`src/include/urx_pkg.sv`:
```
package urx_pkg;
    // register byte offsets
    localparam logic [7:0] URX_OFF_PID    = 8'h2c;
    localparam logic [7:0] URX_OFF_EP     = 8'h30;
    localparam logic [7:0] URX_OFF_MATCH  = 8'h34;
    localparam logic [7:0] URX_OFF_SFMASK = 8'h38;
    localparam logic [7:0] URX_OFF_PWR    = 8'h3c;
    localparam logic [7:0] URX_OFF_PHY    = 8'h40;
    localparam logic [7:0] URX_OFF_ISTAT  = 8'h44;
    localparam logic [7:0] URX_OFF_IMASK  = 8'h48;
    localparam logic [7:0] URX_OFF_LINE   = 8'h4c;
    // field positions and power word width
    localparam int unsigned URX_EPV_BIT   = 4;
    localparam int unsigned URX_PWR_W     = 9;
    localparam int unsigned URX_PD_BIT    = 18;
    localparam int unsigned URX_RSE0_BIT  = 13;
    localparam int unsigned URX_RK_BIT    = 12;
    localparam int unsigned URX_FEXP_LSB  = 8;
    localparam int unsigned URX_SRES_BIT  = 7;
    localparam int unsigned URX_CONF_LSB  = 4;
    // interrupt status bits
    localparam int unsigned URX_IRQ_PKT   = 0;
    localparam int unsigned URX_IRQ_TOK   = 1;
    localparam int unsigned URX_IRQ_RSE0  = 2;
    localparam int unsigned URX_IRQ_RK    = 3;
    localparam int unsigned URX_IRQ_W     = 4;
    // reset word and special endpoint mark
    localparam logic [31:0] URX_RST_WORD  = 32'h0000_0000;
    localparam logic [4:0]  URX_SPECIAL   = 5'h10;
    // linestate codes
    localparam logic [1:0]  URX_LS_SE0    = 2'h0;
    localparam logic [1:0]  URX_LS_J      = 2'h1;
    localparam logic [1:0]  URX_LS_K      = 2'h2;

    // apb request from the master
    typedef struct packed {
        logic        psel;
        logic        penable;
        logic        pwrite;
        logic [7:0]  paddr;
        logic [31:0] pwdata;
    } urx_apb_req_t;

    // apb answer to the master
    typedef struct packed {
        logic [31:0] prdata;
        logic        pready;
        logic        pslverr;
    } urx_apb_rsp_t;

    // strobes from the packet decoder
    typedef struct packed {
        logic       pkt_stb;
        logic [3:0] pid;
        logic       tok_stb;
        logic [3:0] ep;
    } urx_rx_evt_t;

    // endpoint as presented on the receive port
    typedef struct packed {
        logic       stb;
        logic [4:0] ep;
    } urx_rx_port_t;
endpackage : urx_pkg

```
`src/urx_lsfilt.sv`:
```
`timescale 1ns/1ns
module urx_lsfilt import urx_pkg::*; #(
    parameter int unsigned CNT_W = 16
) (
    input  wire logic       clk_sys,
    input  wire logic       rst,
    input  wire logic [1:0] ls_pin,
    input  wire logic [3:0] filt_exp,
    output logic      [1:0] ls_filt,
    output logic            ls_chg
);
    logic [1:0]       s1_q, s2_q, s3_q;   // pin synchroniser
    logic [1:0]       stab_q, stab_d;     // value once s2 and s3 agree
    logic [1:0]       filt_q, filt_d;     // propagated linestate
    logic [1:0]       cand_q, cand_d;     // value being timed
    logic [CNT_W-1:0] cnt_q, cnt_d;       // cycles the candidate has held
    logic             chg_q, chg_d;
    logic [CNT_W-1:0] lim;

    assign lim = CNT_W'(1) << filt_exp;

    // next values: restart on every new candidate
    always_comb begin
        stab_d = (s2_q == s3_q) ? s3_q : stab_q;
        filt_d = filt_q;
        cand_d = stab_q;
        cnt_d  = '0;
        chg_d  = 1'b0;
        if (stab_q != filt_q && stab_q == cand_q) begin
            cnt_d = cnt_q + CNT_W'(1);
            if (cnt_d == lim) begin
                filt_d = stab_q;
                chg_d  = 1'b1;
                cnt_d  = '0;
            end
        end
    end

    // registers only
    always_ff @(posedge clk_sys or posedge rst) begin
        if (rst) begin
            s1_q   <= '0;
            s2_q   <= '0;
            s3_q   <= '0;
            stab_q <= '0;
            filt_q <= '0;
            cand_q <= '0;
            cnt_q  <= '0;
            chg_q  <= 1'b0;
        end else begin
            s1_q   <= ls_pin;
            s2_q   <= s1_q;
            s3_q   <= s2_q;
            stab_q <= stab_d;
            filt_q <= filt_d;
            cand_q <= cand_d;
            cnt_q  <= cnt_d;
            chg_q  <= chg_d;
        end
    end

    assign ls_filt = filt_q;
    assign ls_chg  = chg_q;
endmodule : urx_lsfilt

```
`src/urx_resume.sv`:
```
`timescale 1ns/1ns
module urx_resume import urx_pkg::*; (
    input  wire logic       clk_sys,
    input  wire logic       rst,
    input  wire logic       auto_en,
    input  wire logic       suspended,
    input  wire logic [1:0] ls_filt,
    input  wire logic       ls_chg,
    output logic            resume_req,
    output logic            set_rse0,
    output logic            set_rk
);
    typedef enum logic [1:0] {URX_RUN, URX_SUSP, URX_WAKE} urx_rs_state_t;

    urx_rs_state_t st_q, st_d;
    logic          rse0_q, rse0_d;  // reset signalling seen
    logic          rk_q, rk_d;      // k resume seen

    // wake only while the controller is enabled, else software polls
    always_comb begin
        st_d   = st_q;
        rse0_d = 1'b0;
        rk_d   = 1'b0;
        unique case (st_q)
            URX_RUN: begin
                if (suspended) st_d = URX_SUSP;
            end
            URX_SUSP: begin
                if (!suspended) begin
                    st_d = URX_RUN;
                end else if (auto_en && ls_chg) begin
                    rse0_d = (ls_filt == URX_LS_SE0);
                    rk_d   = (ls_filt == URX_LS_K);
                    if (rse0_d || rk_d) st_d = URX_WAKE;
                end
            end
            URX_WAKE: begin
                if (!suspended) st_d = URX_RUN;
            end
        endcase
    end

    always_ff @(posedge clk_sys or posedge rst) begin
        if (rst) begin
            st_q   <= URX_RUN;
            rse0_q <= 1'b0;
            rk_q   <= 1'b0;
        end else begin
            st_q   <= st_d;
            rse0_q <= rse0_d;
            rk_q   <= rk_d;
        end
    end

    assign set_rse0   = rse0_q;
    assign set_rk     = rk_q;
    assign resume_req = rse0_q | rk_q;
endmodule : urx_resume

```
`src/urx_top.sv`:
```
// Function
// - store last received packet identifier, read-only
// - store last token endpoint number, read-only
// - flag stored endpoint as valid
// - per-endpoint mask ors 0x10 onto port
// - control bit disables both data port pulldowns
// - auto-resume on se0 sets reset flag
// - auto-resume on k sets resume flag
// - linestate change delayed two-power-n clocks
// - suspend controller resumes only when enabled
// - control field drives transceiver config pins
//
// Register access over APB was decided locally.
`timescale 1ns/1ns
module urx_top import urx_pkg::*; #(
    parameter int unsigned FILT_CNT_W = 16
) (
    input  wire logic         clk_sys,
    input  wire logic         rst,
    input  wire urx_apb_req_t apb_req,
    output urx_apb_rsp_t      apb_rsp,
    input  wire urx_rx_evt_t  rx_evt,
    output urx_rx_port_t      rx_port,
    input  wire logic [1:0]   ls_pin,
    input  wire logic         suspended,
    output logic              resume_req,
    output logic              data_port_a_pd_dis,
    output logic              data_port_b_pd_dis,
    output logic [2:0]        transceiver_config_pins,
    output logic [1:0]        ls_filt,
    output logic              irq
);
    // captured receive state
    logic [3:0]           pid_q, pid_d;        // last packet identifier
    logic [3:0]           ep_q, ep_d;          // last token endpoint
    logic                 epv_q, epv_d;        // endpoint holds a value
    urx_rx_port_t         port_q, port_d;      // endpoint to receive port
    // software registers
    logic [15:0]          match_q, match_d;    // special endpoint mask
    logic [31:0]          sfmask_q, sfmask_d;  // session flag mask
    logic [URX_PWR_W-1:0] pwr_q, pwr_d;        // power signalling word
    logic                 pd_q, pd_d;          // pulldown disable
    logic                 rse0_q, rse0_d;      // resume was reset
    logic                 rk_q, rk_d;          // resume was k
    logic [3:0]           fexp_q, fexp_d;      // filter exponent
    logic                 sres_q, sres_d;      // auto-resume enable
    logic [2:0]           conf_q, conf_d;      // transceiver config
    logic [URX_IRQ_W-1:0] ist_q, ist_d;        // sticky event status
    logic [URX_IRQ_W-1:0] imsk_q, imsk_d;      // event mask
    logic [31:0]          rdat_q, rdat_d;      // read data register
    // bus decode
    logic                 setup, access, wr, rd, hit;
    logic [31:0]          mux;
    logic [31:0]          phy_word;
    logic [URX_IRQ_W-1:0] evt, rd_clr;
    // from the helpers
    logic                 ls_chg, set_rse0, set_rk;

    // linestate filter with pin synchroniser
    urx_lsfilt #(
        .CNT_W   (FILT_CNT_W)
    ) u_filt (
        .clk_sys  (clk_sys),
        .rst      (rst),
        .ls_pin   (ls_pin),
        .filt_exp (fexp_q),
        .ls_filt  (ls_filt),
        .ls_chg   (ls_chg)
    );

    // resume detector for the suspend controller
    urx_resume u_res (
        .clk_sys    (clk_sys),
        .rst        (rst),
        .auto_en    (sres_q),
        .suspended  (suspended),
        .ls_filt    (ls_filt),
        .ls_chg     (ls_chg),
        .resume_req (resume_req),
        .set_rse0   (set_rse0),
        .set_rk     (set_rk)
    );

    // apb phases; zero wait states
    assign setup  = apb_req.psel & ~apb_req.penable;
    assign access = apb_req.psel & apb_req.penable;

    // address decode: only the exact aligned words answer
    always_comb begin
        unique case (apb_req.paddr)
            URX_OFF_PID, URX_OFF_EP, URX_OFF_MATCH,
            URX_OFF_SFMASK, URX_OFF_PWR, URX_OFF_PHY,
            URX_OFF_ISTAT, URX_OFF_IMASK, URX_OFF_LINE: hit = 1'b1;
            default: hit = 1'b0;
        endcase
    end

    assign wr = access & apb_req.pwrite & hit;
    assign rd = access & ~apb_req.pwrite & hit;

    // control word as it reads back, reserved bits zero
    always_comb begin
        phy_word                     = URX_RST_WORD;
        phy_word[URX_PD_BIT]         = pd_q;
        phy_word[URX_RSE0_BIT]       = rse0_q;
        phy_word[URX_RK_BIT]         = rk_q;
        phy_word[URX_FEXP_LSB +: 4]  = fexp_q;
        phy_word[URX_SRES_BIT]       = sres_q;
        phy_word[URX_CONF_LSB +: 3]  = conf_q;
    end

    // read mux; unmapped words read zero
    always_comb begin
        mux = URX_RST_WORD;
        unique case (apb_req.paddr)
            URX_OFF_PID:    mux[3:0] = pid_q;
            URX_OFF_EP:     mux[4:0] = {epv_q, ep_q};
            URX_OFF_MATCH:  mux[15:0] = match_q;
            URX_OFF_SFMASK: mux = sfmask_q;
            URX_OFF_PWR:    mux[URX_PWR_W-1:0] = pwr_q;
            URX_OFF_PHY:    mux = phy_word;
            URX_OFF_ISTAT:  mux[URX_IRQ_W-1:0] = ist_q;
            URX_OFF_IMASK:  mux[URX_IRQ_W-1:0] = imsk_q;
            URX_OFF_LINE:   mux[1:0] = ls_filt;        // polled when auto-resume off
            default:        mux = URX_RST_WORD;
        endcase
    end

    // events that raise the interrupt
    always_comb begin
        evt               = '0;
        evt[URX_IRQ_PKT]  = rx_evt.pkt_stb;
        evt[URX_IRQ_TOK]  = rx_evt.tok_stb;
        evt[URX_IRQ_RSE0] = set_rse0;
        evt[URX_IRQ_RK]   = set_rk;
    end

    // clear only what the read actually returned, so late events survive
    assign rd_clr = (rd && apb_req.paddr == URX_OFF_ISTAT) ? rdat_q[URX_IRQ_W-1:0] : '0;

    // next-state for all registers
    always_comb begin
        pid_d    = pid_q;
        ep_d     = ep_q;
        epv_d    = epv_q;
        port_d   = '{stb: 1'b0, ep: port_q.ep};
        match_d  = match_q;
        sfmask_d = sfmask_q;
        pwr_d    = pwr_q;
        pd_d     = pd_q;
        rse0_d   = rse0_q;
        rk_d     = rk_q;
        fexp_d   = fexp_q;
        sres_d   = sres_q;
        conf_d   = conf_q;
        imsk_d   = imsk_q;
        rdat_d   = rdat_q;
        // packet and token capture
        if (rx_evt.pkt_stb) begin
            pid_d = rx_evt.pid;
        end
        if (rx_evt.tok_stb) begin
            ep_d        = rx_evt.ep;
            epv_d       = 1'b1;
            port_d.stb  = 1'b1;
            port_d.ep   = {1'b0, rx_evt.ep}
                        | (match_q[rx_evt.ep] ? URX_SPECIAL : 5'h00);
        end
        // software writes; reserved bits never stored
        if (wr) begin
            unique case (apb_req.paddr)
                URX_OFF_MATCH:  match_d  = apb_req.pwdata[15:0];
                URX_OFF_SFMASK: sfmask_d = apb_req.pwdata;
                URX_OFF_PWR:    pwr_d    = apb_req.pwdata[URX_PWR_W-1:0];
                URX_OFF_PHY: begin
                    pd_d   = apb_req.pwdata[URX_PD_BIT];
                    rse0_d = apb_req.pwdata[URX_RSE0_BIT];
                    rk_d   = apb_req.pwdata[URX_RK_BIT];
                    fexp_d = apb_req.pwdata[URX_FEXP_LSB +: 4];
                    sres_d = apb_req.pwdata[URX_SRES_BIT];
                    conf_d = apb_req.pwdata[URX_CONF_LSB +: 3];
                end
                URX_OFF_IMASK:  imsk_d = apb_req.pwdata[URX_IRQ_W-1:0];
                default: begin
                end
            endcase
        end
        // hardware set wins over a software clear in the same cycle
        if (set_rse0) begin
            rse0_d = 1'b1;
        end
        if (set_rk) begin
            rk_d = 1'b1;
        end
        ist_d = (ist_q & ~rd_clr) | evt;
        // read data sampled in setup, held through access
        if (setup) begin
            rdat_d = mux;
        end
    end

    // registers only
    always_ff @(posedge clk_sys or posedge rst) begin
        if (rst) begin
            pid_q    <= '0;
            ep_q     <= '0;
            epv_q    <= 1'b0;
            port_q   <= '0;
            match_q  <= '0;
            sfmask_q <= '0;
            pwr_q    <= '0;
            pd_q     <= 1'b0;
            rse0_q   <= 1'b0;
            rk_q     <= 1'b0;
            fexp_q   <= '0;
            sres_q   <= 1'b0;
            conf_q   <= '0;
            ist_q    <= '0;
            imsk_q   <= '0;
            rdat_q   <= '0;
        end else begin
            pid_q    <= pid_d;
            ep_q     <= ep_d;
            epv_q    <= epv_d;
            port_q   <= port_d;
            match_q  <= match_d;
            sfmask_q <= sfmask_d;
            pwr_q    <= pwr_d;
            pd_q     <= pd_d;
            rse0_q   <= rse0_d;
            rk_q     <= rk_d;
            fexp_q   <= fexp_d;
            sres_q   <= sres_d;
            conf_q   <= conf_d;
            ist_q    <= ist_d;
            imsk_q   <= imsk_d;
            rdat_q   <= rdat_d;
        end
    end

    // outputs
    assign apb_rsp.prdata          = rdat_q;
    assign apb_rsp.pready          = 1'b1;
    assign apb_rsp.pslverr         = access & ~hit;
    assign rx_port                 = port_q;
    assign data_port_a_pd_dis      = pd_q;
    assign data_port_b_pd_dis      = pd_q;
    assign transceiver_config_pins = conf_q;
    assign irq                     = |(ist_q & imsk_q);
endmodule : urx_top

```
`config.mk`:
```
export PLATFORM = sky130hd
export DESIGN_NAME = urx_top
export DESIGN_NICKNAME = d
export VERILOG_FILES = /design/src/include/urx_pkg.sv /design/src/urx_lsfilt.sv /design/src/urx_resume.sv /design/src/urx_top.sv
export SDC_FILE = /design/constraint.sdc
export NUM_CORES = 1
export LEC_CHECK = 0
export BUFFER_PORTS_ARGS = -buffer_cell sky130_fd_sc_hd__buf_2
export CAP_MARGIN = 20
export CORE_UTILIZATION = 60
export CTS_BUF_LIST = sky130_fd_sc_hd__clkbuf_4
export DETAILED_ROUTE_END_ITERATION = 6
export PLACE_DENSITY_LB_ADDON = 0.2
export SETUP_SLACK_MARGIN = 0.02
export SYNTH_ARGS = -nofsm -noshare
export SYNTH_HDL_FRONTEND = slang
export SYNTH_SLANG_ARGS = --single-unit
```
`constraint.sdc`:
```
create_clock -name clk_sys -period 11.9 [get_ports clk_sys]
set_clock_uncertainty 0.1 [all_clocks]
set_input_delay 0.595 -clock clk_sys [delete_from_list [all_inputs] [get_ports clk_sys]]
set_output_delay 0.595 -clock clk_sys [all_outputs]
set_load 0.02 [all_outputs]
```
# [Word-level counts from Yosys, hierarchy flattened]
# Cells that the tools add are included.
[classes] add_sub_neg=1 magnitude_cmp=1 n_eq_ne=20 shifts=1 mux=34 bitwise=16 n_reduce_logical=21
[ops] operator="$eq 8x6->1 const B" count=5
[ops] operator="$eq 8x7->1 const B" count=4
[ops] operator="$mux 16" count=2
[ops] operator="$pmux 16 s2" count=1
[ops] operator="$pmux 7 s3" count=1
[ops] operator="$add 16x1->16 const B" count=1
[ops] operator="$eq 16x16->1" count=1
[ops] operator="$mux 1" count=16
[ops] operator="$pmux 2 s8" count=1
[ops] operator="$pmux 4 s4" count=1
[ops] operator="$reduce_and 2->1" count=8
[ops] operator="$shl 1x4->16 const A" count=1
[ops] operator="$pmux 2 s7" count=1
[ops] operator="$mux 2" count=5
[ops] operator="$reduce_or 9->1" count=1
[ops] operator="$and 4x4->4" count=2
[ops] operator="$reduce_bool 2->1" count=4
[ops] operator="$and 1x1->1" count=7
[ops] operator="$mux 6" count=1
[ops] operator="$ne 3x2->1 const B" count=2
[ops] operator="$pmux 2 s3" count=1
[ops] operator="$lt 4x5->1 const B" count=1
[ops] operator="$mux 5" count=1
[ops] operator="$or 4x5->5" count=1
[ops] operator="17 further kinds" count=25
[word_totals] regBits=156 inputBits=58 output_inout_bits=49 wordCells=122

# [Longest topological paths before layout]
# Gate-level depths: netlist of run 1.
[depth] ltp_word=9 mapped_depth=9 ltp_nobuf=8

# [By module]
# From an unflattened synthesis of run 1, not the netlist that was laid out.
[unflattened] cells_unflattened=596 hier_area_um2=7239.4
[by_module_without_submodules] module="urx_top" n_inst=1 cells_each=406 area_per_inst_um2=5340.1 seq_area_each_um2=2977.9
[by_module_without_submodules] module="urx_lsfilt" n_inst=1 cells_each=170 area_per_inst_um2=1672.9 seq_area_each_um2=725.7
[by_module_without_submodules] module="urx_resume" n_inst=1 cells_each=20 area_per_inst_um2=226.5 seq_area_each_um2=100.1

# [Least setup slack after synthesis of run 1]
# No wires, ideal clock.
[synth_path] kind="reg-to-reg" startpoint="register u_filt.cnt_q[1]" endpoint="register u_filt.filt_q[0], in the netlist u_filt.ls_filt[0]" setup_time_ns=0.128 arrival_time_ns=2.614 t_required_ns=11.672 setup_slack_ns=9.058 stages_incl_launch_ff=9 path_buffers=0 period_less_slack_ns=2.842 cell_sequence="dfrtp_1 -> ha_1 -> nand4_4 -> nor4_1 -> xor2_1 -> or4_1 -> a32o_2 -> nor4b_4 -> mux2_1"
[synth_between] elab_chain_len=3
[synth_lines] element="start, declared" line="urx_lsfilt.sv:16" text="logic [CNT_W-1:0] cnt_q, cnt_d;"
[synth_lines] element="start signal, assigned" line="urx_lsfilt.sv:57" text="cnt_q <= cnt_d;"
[synth_lines] element="$add 16x1->16" line="urx_lsfilt.sv:30" text="cnt_d = cnt_q + CNT_W'(1);"
[synth_lines] element="$eq 16x16->1" line="urx_lsfilt.sv:31" text="if (cnt_d == lim) begin"
[synth_lines] element="$reduce_and 2->1 (no source line)"
[synth_lines] element="end signal, assigned" line="urx_lsfilt.sv:55" text="filt_q <= filt_d;"
[synth_lines] element="end, declared" line="urx_lsfilt.sv:14" text="logic [1:0] filt_q, filt_d;"
# No other way between the ends.
# A chain may end at the register's enable or synchronous reset.

# [Worst setup path after layout of run 1]
[layout_path] startpoint="register u_filt.cnt_q[0]" endpoint="register u_filt.cnt_q[8]"
[layout_between] elab_chain_len=4
[layout_lines] element="$add 16x1->16 (*)" line="urx_lsfilt.sv:30"
[layout_lines] element="$eq 16x16->1" line="urx_lsfilt.sv:31"
[layout_lines] element="$mux 16 (*)" line="urx_lsfilt.sv:31"
[layout_lines] element="$mux 16 (*)" line="urx_lsfilt.sv:29" text="if (stab_q != filt_q && stab_q == cand_q) begin"
[layout_lines] element="via u_filt.cnt_d[8]" line="urx_lsfilt.sv:16"
# Mark *: on every way through the listed nets, which the timed path passes. The rest lies on a longest branch.

==> results of run 1 <==
-- stage by stage --
stage	hold WS [ps]	setup WS [ps]
6_report	55.48	8537
5_1_grt	73.50	8296
4_1_cts	5.641	8561
3_5_place_dp	234.7	8370
3_3_place_gp	233.6	8515
2_1_floorplan	231.2	7112
-- final timing paths --
check / from / end / slack [ps] / cells after the start
max in group asynchronous: rst / pwr_q[5] / 10230 / 3
worst max register to register: u_filt.cnt_q[0] / u_filt.cnt_q[8] / 8540 / 8
worst min register to register: u_filt.s1_q[0] / u_filt.s2_q[0] / 260 / 0
worst min-delay path: rst / rdat_q[16] / 60 / 2
min in group clk_sys: rx_evt[4] / rx_port[5] / 140 / 1
worst max-delay path: u_filt.cnt_q[0] / u_filt.cnt_q[8] / 8540 / 8
-- layout make-up --
| type | instances | area share, % |
|---|---|---|
| timing repair buffer | 112 | 7.260 |
| clock inverter | 15 | 1.885 |
| multi-input combinational | 409 | 39.12 |
| clock buffer | 17 | 1.589 |
| antenna | 1 | 0.03116 |
| tap | 143 | 2.228 |
| inverter | 10 | 0.5297 |
| sequential | 152 | 47.36 |
-- cell families after synthesis --
kind of cell / synth area share (%)
flip-flops: 53.32
other: 0.05257
AO/OA/AOI/OAI: 10.17
buffers and inverters: 2.789
adder cells (fa/ha/maj): 0.7017
multiplexers: 14.65
AND/OR/NAND/NOR: 15.12
XOR/XNOR: 3.192
-- cells in the mapped netlist (2+ instances only) --
cell / number / share of area, %
sky130_fd_sc_hd__nand3_1: 25 / 1.8
sky130_fd_sc_hd__nand4_4: 2 / 0.60
sky130_fd_sc_hd__a21oi_1: 9 / 0.63
sky130_fd_sc_hd__nor3b_1: 4 / 0.42
sky130_fd_sc_hd__nor2_1: 42 / 2.2
sky130_fd_sc_hd__and3_1: 5 / 0.44
sky130_fd_sc_hd__buf_4: 7 / 0.74
sky130_fd_sc_hd__xnor2_1: 16 / 2.0
sky130_fd_sc_hd__xor2_1: 10 / 1.2
sky130_fd_sc_hd__nand2_1: 56 / 2.9
sky130_fd_sc_hd__nand2b_1: 7 / 0.61
sky130_fd_sc_hd__or2_2: 5 / 0.44
sky130_fd_sc_hd__o221ai_1: 2 / 0.25
sky130_fd_sc_hd__a22o_1: 9 / 1.1
sky130_fd_sc_hd__nor4_1: 5 / 0.44
sky130_fd_sc_hd__ha_1: 4 / 0.70
sky130_fd_sc_hd__nand3b_1: 3 / 0.32
sky130_fd_sc_hd__o21ai_0: 6 / 0.42
sky130_fd_sc_hd__and2b_1: 2 / 0.21
sky130_fd_sc_hd__a211oi_1: 2 / 0.21
sky130_fd_sc_hd__inv_1: 10 / 0.53
sky130_fd_sc_hd__a211o_1: 2 / 0.25
sky130_fd_sc_hd__or3_1: 4 / 0.35
sky130_fd_sc_hd__buf_1: 2 / 0.11
sky130_fd_sc_hd__dfrtp_1: 152 / 53
sky130_fd_sc_hd__mux2i_1: 2 / 0.28
sky130_fd_sc_hd__mux4_2: 5 / 1.6
sky130_fd_sc_hd__buf_2: 5 / 0.35
sky130_fd_sc_hd__mux2_1: 4 / 0.63
sky130_fd_sc_hd__mux2_2: 77 / 12
sky130_fd_sc_hd__a31oi_1: 5 / 0.44
sky130_fd_sc_hd__nor3_1: 4 / 0.28
sky130_fd_sc_hd__a222oi_1: 3 / 0.42
sky130_fd_sc_hd__nor2b_1: 6 / 0.53
sky130_fd_sc_hd__a22oi_1: 26 / 2.7
sky130_fd_sc_hd__a21o_1: 9 / 0.95
sky130_fd_sc_hd__nor4b_1: 3 / 0.37
sky130_fd_sc_hd__nand4_1: 6 / 0.53
sky130_fd_sc_hd__nor3_2: 3 / 0.42
sky130_fd_sc_hd__clkbuf_1: 19 / 1.0
sky130_fd_sc_hd__and2_1: 2 / 0.18
sky130_fd_sc_hd__a221oi_1: 6 / 0.74
sky130_fd_sc_hd__nand4b_1: 4 / 0.49
sky130_fd_sc_hd__o2111ai_1: 2 / 0.25
-- power groups by stage --
stage	Sequential (mW)	Combinational [mW]	Clock, mW
6_report	0.548	0.0954	0.315
2_1_floorplan	0.559	0.0572	0
3_5_place_dp	0.557	0.0961	0
4_1_cts	0.548	0.0964	0.322
3_3_place_gp	0.557	0.0924	0
5_1_grt	0.550	0.105	0.343
-- flip-flops by register name, summed over array words and instances (netlist names), 9 cells and up --
register / flops
rdat_q: 32
match_q: 16
pwr_q: 9
sfmask_q: 32
u_filt.cnt_q: 16
-- worst max-delay path: stages, from the launching register on --
cell	delay [ps]
sky130_fd_sc_hd__dfrtp_1	500
sky130_fd_sc_hd__ha_1	370
sky130_fd_sc_hd__or3_1	310
sky130_fd_sc_hd__a2111oi_0	460
sky130_fd_sc_hd__o221ai_1	200
sky130_fd_sc_hd__a211oi_1	200
sky130_fd_sc_hd__o2111ai_1	310
sky130_fd_sc_hd__o31ai_4	670
sky130_fd_sc_hd__nor2_1	100
-- routing by layer --
metal  wire (um)  global-route usage [%]  vias to the layer above
li1            -                       -                     2396
met3         966                   5.522                       27
met2        7696                   43.98                      196
met1        7133                   39.72                     2616
met5           0                       0                        -
met4         328                   10.81                        0
==> metrics.log, run 1 <==
[metrics] top_reg_cell synth: sky130_fd_sc_hd__dfrtp_1
[metrics] post-synthesis area per instance: 11.79 sq um
[metrics] class of the most critical setup path: reg -> reg
[metrics] unrepaired setup endpoints after global routing: false
[metrics] kind of start point of the critical path: flop
[metrics] Post-Synthesis Cells: 605
[metrics] routed via count: 5,235
[metrics] aggregate global-route resource usage: 28.29%
[metrics] Tightest Pin Transition: 1081 ps
[metrics] most common cell after layout, fill and taps aside: sky130_fd_sc_hd__dfrtp_1
[metrics] number of nets produced by synthesis: 667
[metrics] number of post-CTS setup repair buffers: 0
[metrics] sequential area share after synthesis: 53.32%
[metrics] worst min-delay path category: in -> async
[metrics] Gate power share: 10.0%
[metrics] first-pass GRT wire length: 26,830 um
[metrics] residual overflow from global routing: 0
[metrics] P&R area growth vs syn: 12.59%
[metrics] commonest non-fill, non-tap cells in the layout: sky130_fd_sc_hd__dfrtp_1 (152), sky130_fd_sc_hd__buf_2 (105), sky130_fd_sc_hd__mux2_2 (77), sky130_fd_sc_hd__nand2_1 (56), sky130_fd_sc_hd__nor2_1 (41)
[metrics] Seq cells post-synth: 152
[metrics] count of nets after finishing: 764
[metrics] share of the core filled with cells: 69.74%
[metrics] pin count of the biggest net entering global routing: 80
[metrics] x dimension of the die: 111.0 um
[metrics] footprint of the multi-input gates: 3142 sq um
[metrics] cts bufs inserted: 17
[metrics] effective utilization at floorplan: 61.94%
[metrics] ratio of routed vias to standard cells: 6.094
[metrics] ratio of cells with drive above 1 in the final layout: 33.99%
[metrics] Pre-antenna DRT Iters: 7
[metrics] Worst-path clk slew: 120 ps
[metrics] htree depth: 4
[metrics] CTS tree: yes
[metrics] Lkg Pwr: 4.043 nW
[metrics] Pwr Total: 0.9583 mW
[metrics] fraction of the cycle the final worst path needs: 28.26%
[metrics] Peak Freq: 297.4 MHz
[metrics] Crit Path Max Fanout: 16
[metrics] DRC: 20
[metrics] number of global-route vias before repair: 5,143
[metrics] arrival time of data at the critical path endpoint: 3670 ps
[metrics] area of the die: 12,330 sq um
[metrics] area of all sequential standard cells: 3804 sq um
[metrics] post-layout min period: 3363 ps
[metrics] clk sinks: 152
[metrics] number of I/O pins: 107
[metrics] final total negative setup slack: 0 ps
[metrics] count of final setup violators: 0
[metrics] portion of total power attributed to sequential cells: 57.2%
[metrics] Clock Latency Late Sink: 560 ps
[metrics] antenna-violating nets left: 0
[metrics] Clock power frac: 32.9%
[metrics] final cell area excluding filler cells: 8031 sq um
[metrics] area of placed instances: 7730 sq um
[metrics] number of core rows: 39
[metrics] maximum capacitance violations: 0
[metrics] antenna violations before repair: 1
[metrics] routability congestion estimate: 0.8945
[metrics] synthesis warning total: 0
[metrics] switching power total: 0.2629 mW
[metrics] required time reported for the critical path endpoint: 12,210 ps
[metrics] worst supply voltage drop on vdd: 0.0001047 V
[metrics] hold bufs inserted after CTS: 0
[metrics] Unique masters post-synth: 67
[metrics] Core Box Area: 11,520 sq um
[metrics] IO buf count: 105
[metrics] post-DP HPWL: 11,180 um
[metrics] endpoint class of the critical path: flop
[metrics] height of the die: 111.0 um
[metrics] number of placed instances, taps included: 824
[metrics] number of gates given a new drive strength after cts: 0
[metrics] Sw Share: 27.43%
[metrics] Routed wire per std cell: 18.77 um
[metrics] clock root cell: sky130_fd_sc_hd__clkbuf_4
[metrics] buffer levels on the longest clock path: 2
[metrics] count of non-filler cells in the finished layout: 859
[metrics] synthesized area: 7133 sq um
[metrics] FFs w/ async S/R, synth: 100.0%
[metrics] number of endpoints with negative hold slack in the final report: 0
[metrics] internal power contribution: 0.6955 mW
[metrics] result of the run: complete, but fails checks
[metrics] Power Dens Cells: 119.3 nW/um^2
[metrics] violations in the final reports: DRC
[metrics] number of flops mapped to enable cells by yosys: 0
[metrics] aggregate routed wire length: 16,130 um
[metrics] layout filler cell count: 911
[metrics] headroom to the max-slew limit: 27.62%
[metrics] Starting DRT DRC Count: 379
[metrics] pins over their slew limit: 0
No activity file was read; power rests on OpenSTA's default activity.
==> inputs of run 2 (changes only) <==
--- a/config.mk
+++ b/config.mk
@@ -7,7 +7,7 @@
 export LEC_CHECK = 0
 export BUFFER_PORTS_ARGS = -buffer_cell sky130_fd_sc_hd__buf_2
 export CAP_MARGIN = 20
-export CORE_UTILIZATION = 60
+export CORE_UTILIZATION = 59
 export CTS_BUF_LIST = sky130_fd_sc_hd__clkbuf_4
 export DETAILED_ROUTE_END_ITERATION = 6
 export PLACE_DENSITY_LB_ADDON = 0.2
==> constraint.sdc (replaced) <==
create_clock -name clk_sys -period 3.5 [get_ports clk_sys]
set_clock_uncertainty 0.1 [all_clocks]
set_input_delay 0.175 -clock clk_sys [delete_from_list [all_inputs] [get_ports clk_sys]]
set_output_delay 0.175 -clock clk_sys [all_outputs]
set_load 0.02 [all_outputs]
==> run 2 against run 1 <==
Net effect:
- critical path depth stayed put
- the flow still finishes with violations (DRC)
- combinational power grew to 4.0 times the previous value
- non-clock buffer count increased by 64
- clock power grew to 3.6 times the previous value
==> metrics.log, run 2 (synthesis gave the netlist of run 1 again) <==
[metrics] worst supply voltage drop on vdd: 0.0002786 V (was 0.0001047 V)
[metrics] aggregate routed wire length: 17,610 um (was 16,130 um)
[metrics] worst min-delay path category: in -> reg (was in -> async)
[metrics] routed via count: 5,591 (was 5,235)
[metrics] result of the run: complete, but fails checks (unchanged)
[metrics] area of placed instances: 7836 sq um (was 7730 sq um)
[metrics] slack of the worst reg-to-reg path: 310 ps (was 8540 ps)
[metrics] number of endpoints with negative hold slack in the final report: 0 (unchanged)
[metrics] x dimension of the die: 112.0 um (was 111.0 um)
[metrics] Worst-path clk slew: 130 ps (was 120 ps)
[metrics] maximum capacitance violations: 0 (unchanged)
[metrics] count of non-filler cells in the finished layout: 923 (was 859)
[metrics] area of the die: 12,530 sq um (was 12,330 sq um)
[metrics] pins over their slew limit: 0 (unchanged)
[metrics] DRC: 7 (was 20)
[metrics] Pre-antenna DRT Iters: 7 (unchanged)
[metrics] ratio of routed vias to standard cells: 6.057 (was 6.094)
[metrics] final cell area excluding filler cells: 8668 sq um (was 8031 sq um)
[metrics] endpoint class of the critical path: flop (unchanged)
[metrics] registers with the highest flip-flop counts: rdat_q x32, sfmask_q x32 (unchanged)
[metrics] number of placed instances, taps included: 837 (was 824)
[metrics] number of post-CTS setup repair buffers: 0 (unchanged)
[metrics] IO buf count: 105 (unchanged)
[metrics] kind of start point of the critical path: flop (unchanged)
[metrics] Tightest Pin Transition: 795.7 ps (was 1081 ps)
[metrics] required time reported for the critical path endpoint: 3850 ps (was 12,210 ps)
[metrics] effective utilization at floorplan: 61.42% (was 61.94%)
[metrics] slowest cell on the critical path: sky130_fd_sc_hd__dfrtp_1 (was sky130_fd_sc_hd__o31ai_4)
[metrics] headroom to the max-slew limit: 46.79% (was 27.62%)
[metrics] height of the die: 112.0 um (was 111.0 um)
[metrics] Lkg Pwr: 4.323 nW (was 4.043 nW)
[metrics] post-layout min period: 3192 ps (was 3363 ps)
[metrics] clk sinks: 152 (unchanged)
[metrics] Worst path max stage delay: 500 ps (was 670 ps)
[metrics] Peak Freq: 313.2 MHz (was 297.4 MHz)
[metrics] Clock Latency Late Sink: 560 ps (about the same)
[metrics] number of global-route vias before repair: 5,679 (was 5,143)
[metrics] final total negative setup slack: 0 ps (unchanged)
[metrics] violations in the final reports: DRC (unchanged)
[metrics] Hold EP: ist_q[2]
[metrics] class of the most critical setup path: reg -> reg (unchanged)
[metrics] Pwr Total: 3.383 mW (was 0.9583 mW)
[metrics] number of core rows: 39 (unchanged)
[metrics] CTS tree: yes (unchanged)
[metrics] Crit Path Max Fanout: 9 (was 16)
[metrics] Routed wire per std cell: 19.08 um (was 18.77 um)
[metrics] capturing point of the worst reg2reg path: u_filt.ls_filt[0] (was u_filt.cnt_q[8])
[metrics] most common cell after layout, fill and taps aside: sky130_fd_sc_hd__dfrtp_1 (unchanged)
[metrics] Power Dens Cells: 390.2 nW/um^2 (was 119.3 nW/um^2)
[metrics] arrival time of data at the critical path endpoint: 3550 ps (was 3670 ps)
[metrics] unrepaired setup endpoints after global routing: false (unchanged)
[metrics] commonest non-fill, non-tap cells in the layout: sky130_fd_sc_hd__dfrtp_1 (152), sky130_fd_sc_hd__buf_2 (105), sky130_fd_sc_hd__mux2_2 (77), sky130_fd_sc_hd__nand2_1 (56), sky130_fd_sc_hd__dlygate4sd3_1 (53) (was sky130_fd_sc_hd__dfrtp_1 (152), sky130_fd_sc_hd__buf_2 (105), sky130_fd_sc_hd__mux2_2 (77), sky130_fd_sc_hd__nand2_1 (56), sky130_fd_sc_hd__nor2_1 (41))
[metrics] buffer levels on the longest clock path: 2 (unchanged)
[metrics] Hold Crit Depth: 5
[metrics] Starting DRT DRC Count: 411 (was 379)
[metrics] routability congestion estimate: 0.9345 (was 0.8945)
[metrics] first-pass GRT wire length: 28,590 um (was 26,830 um)
[metrics] beginning of the worst hold path: apb_req[42]
[metrics] cts bufs inserted: 17 (unchanged)
[metrics] clock root cell: sky130_fd_sc_hd__clkbuf_4 (unchanged)
[metrics] count of nets after finishing: 828 (was 764)
[metrics] htree depth: 4 (unchanged)
[metrics] worst setup slack before clock tree synthesis: 281.1 ps (was 8370 ps)
[metrics] P&R area growth vs syn: 21.52% (was 12.59%)
[metrics] count of final setup violators: 0 (unchanged)
[metrics] number of cells on the worst reg-to-reg path: 8 (unchanged)
[metrics] startpoint of the worst-slack reg-to-reg timing path: u_filt.cnt_q[0] (unchanged)
[metrics] ratio of cells with drive above 1 in the final layout: 32.73% (was 33.99%)
[metrics] Core Box Area: 11,610 sq um (was 11,520 sq um)
[metrics] post-DP HPWL: 11,970 um (was 11,180 um)
[metrics] final critical-path setup slack: 307.6 ps (was 8537 ps)
[metrics] number of I/O pins: 107 (unchanged)
[metrics] residual overflow from global routing: 0 (unchanged)
[metrics] aggregate global-route resource usage: 29.76% (was 28.29%)
[metrics] CP Cell Sequence: ha_1 -> nand4_4 -> nor4_1 -> xor2_1 -> or4_1 -> a32o_2 -> nor4b_4 -> mux2_1 (was ha_1 -> or3_1 -> a2111oi_0 -> o221ai_1 -> a211oi_1 -> o2111ai_1 -> o31ai_4 -> nor2_1)
[metrics] fraction of the cycle the final worst path needs: 91.21% (was 28.26%)
[metrics] pin count of the biggest net entering global routing: 80 (unchanged)
[metrics] antenna-violating nets left: 0 (unchanged)
[metrics] antenna violations before repair: 1 (unchanged)
run 2: cell count changes in the layout (fill, tap and decap cells not counted), moves of 2 or more:
cell,previous run,this run
sky130_fd_sc_hd__clkinvlp_4,0,3
sky130_fd_sc_hd__clkinv_4,4,1
sky130_fd_sc_hd__clkbuf_4,17,20
sky130_fd_sc_hd__buf_4,5,17
sky130_fd_sc_hd__clkinv_2,4,2
sky130_fd_sc_hd__dlygate4sd3_1,2,53
run 2: worst max path at each step:
stage / start / endpoint / slack [ps] / depth (start not counted)
floorplan: u_filt.cnt_q[1] / u_filt.ls_filt[0] / 660 / 8
global placement: u_filt.cnt_q[0] / u_filt.ls_filt[1] / 400 / 8
detailed placement: u_filt.cnt_q[0] / u_filt.ls_filt[1] / 280 / 8
CTS: u_filt.cnt_q[0] / u_filt.ls_filt[0] / 280 / 8
global route: u_filt.cnt_q[0] / u_filt.ls_filt[0] / 110 / 8
finish: u_filt.cnt_q[0] / u_filt.ls_filt[0] / 310 / 8
run 2: repair_timing:
item	CTS	global route
endpoints found under the setup margin	0	0
hold buffers	53	0
resized for setup	0	0
endpoints found under the hold margin	206	0
run 2: layout make-up:
| cell class | instances | area, sq um |
|---|---|---|
| fillers | 785 | 2945 |
| inverters | 10 | 41.29 |
| multi-input cells | 409 | 3139 |
| clock inverters | 12 | 148.9 |
| well taps | 143 | 178.9 |
| clock buffers | 20 | 150.1 |
| diodes | 1 | 2.502 |
| repair buffers | 176 | 1204 |
| flip-flops and latches | 152 | 3804 |
run 2: through the flow:
| step | hold WS (ps) | util [%] |
|---|---|---|
| after global placement | 130.7 | 67.47 |
| after detailed placement | 134.7 | 67.47 |
| after CTS | 0.1048 | 74.62 |
| after global routing | 24.28 | 74.64 |
| after floorplan | 106.4 | - |
| final | 12.81 | 74.64 |
run 2: per-layer routing:
layer  up-vias  track usage [%]  wire (um)
met5         -                0          0
met4         0            13.16        450
met3        45            6.424       1138
met2       223            48.65       8720
met1      2800            38.47       7299
li1       2523                -          -
run 2: report_power, final:
part | leakage [nW] | total, mW | switching, mW | internal, mW
combinational | 2.11 | 0.386 | 0.209 | 0.176
clock | 0.159 | 1.13 | 0.616 | 0.517
sequential | 2.06 | 1.86 | 0.0570 | 1.81
total | 4.32 | 3.38 | 0.882 | 2.50
run 2: worst max-delay path: cells and delay by family (launching register included):
family	cells	cell delay (ps)
AOI/OAI and AO/OA	1	320
adders and majority gates	1	300
xor gates and xnor gates	1	160
muxes	1	350
DFF	1	500
and+or+nand+nor	4	1370
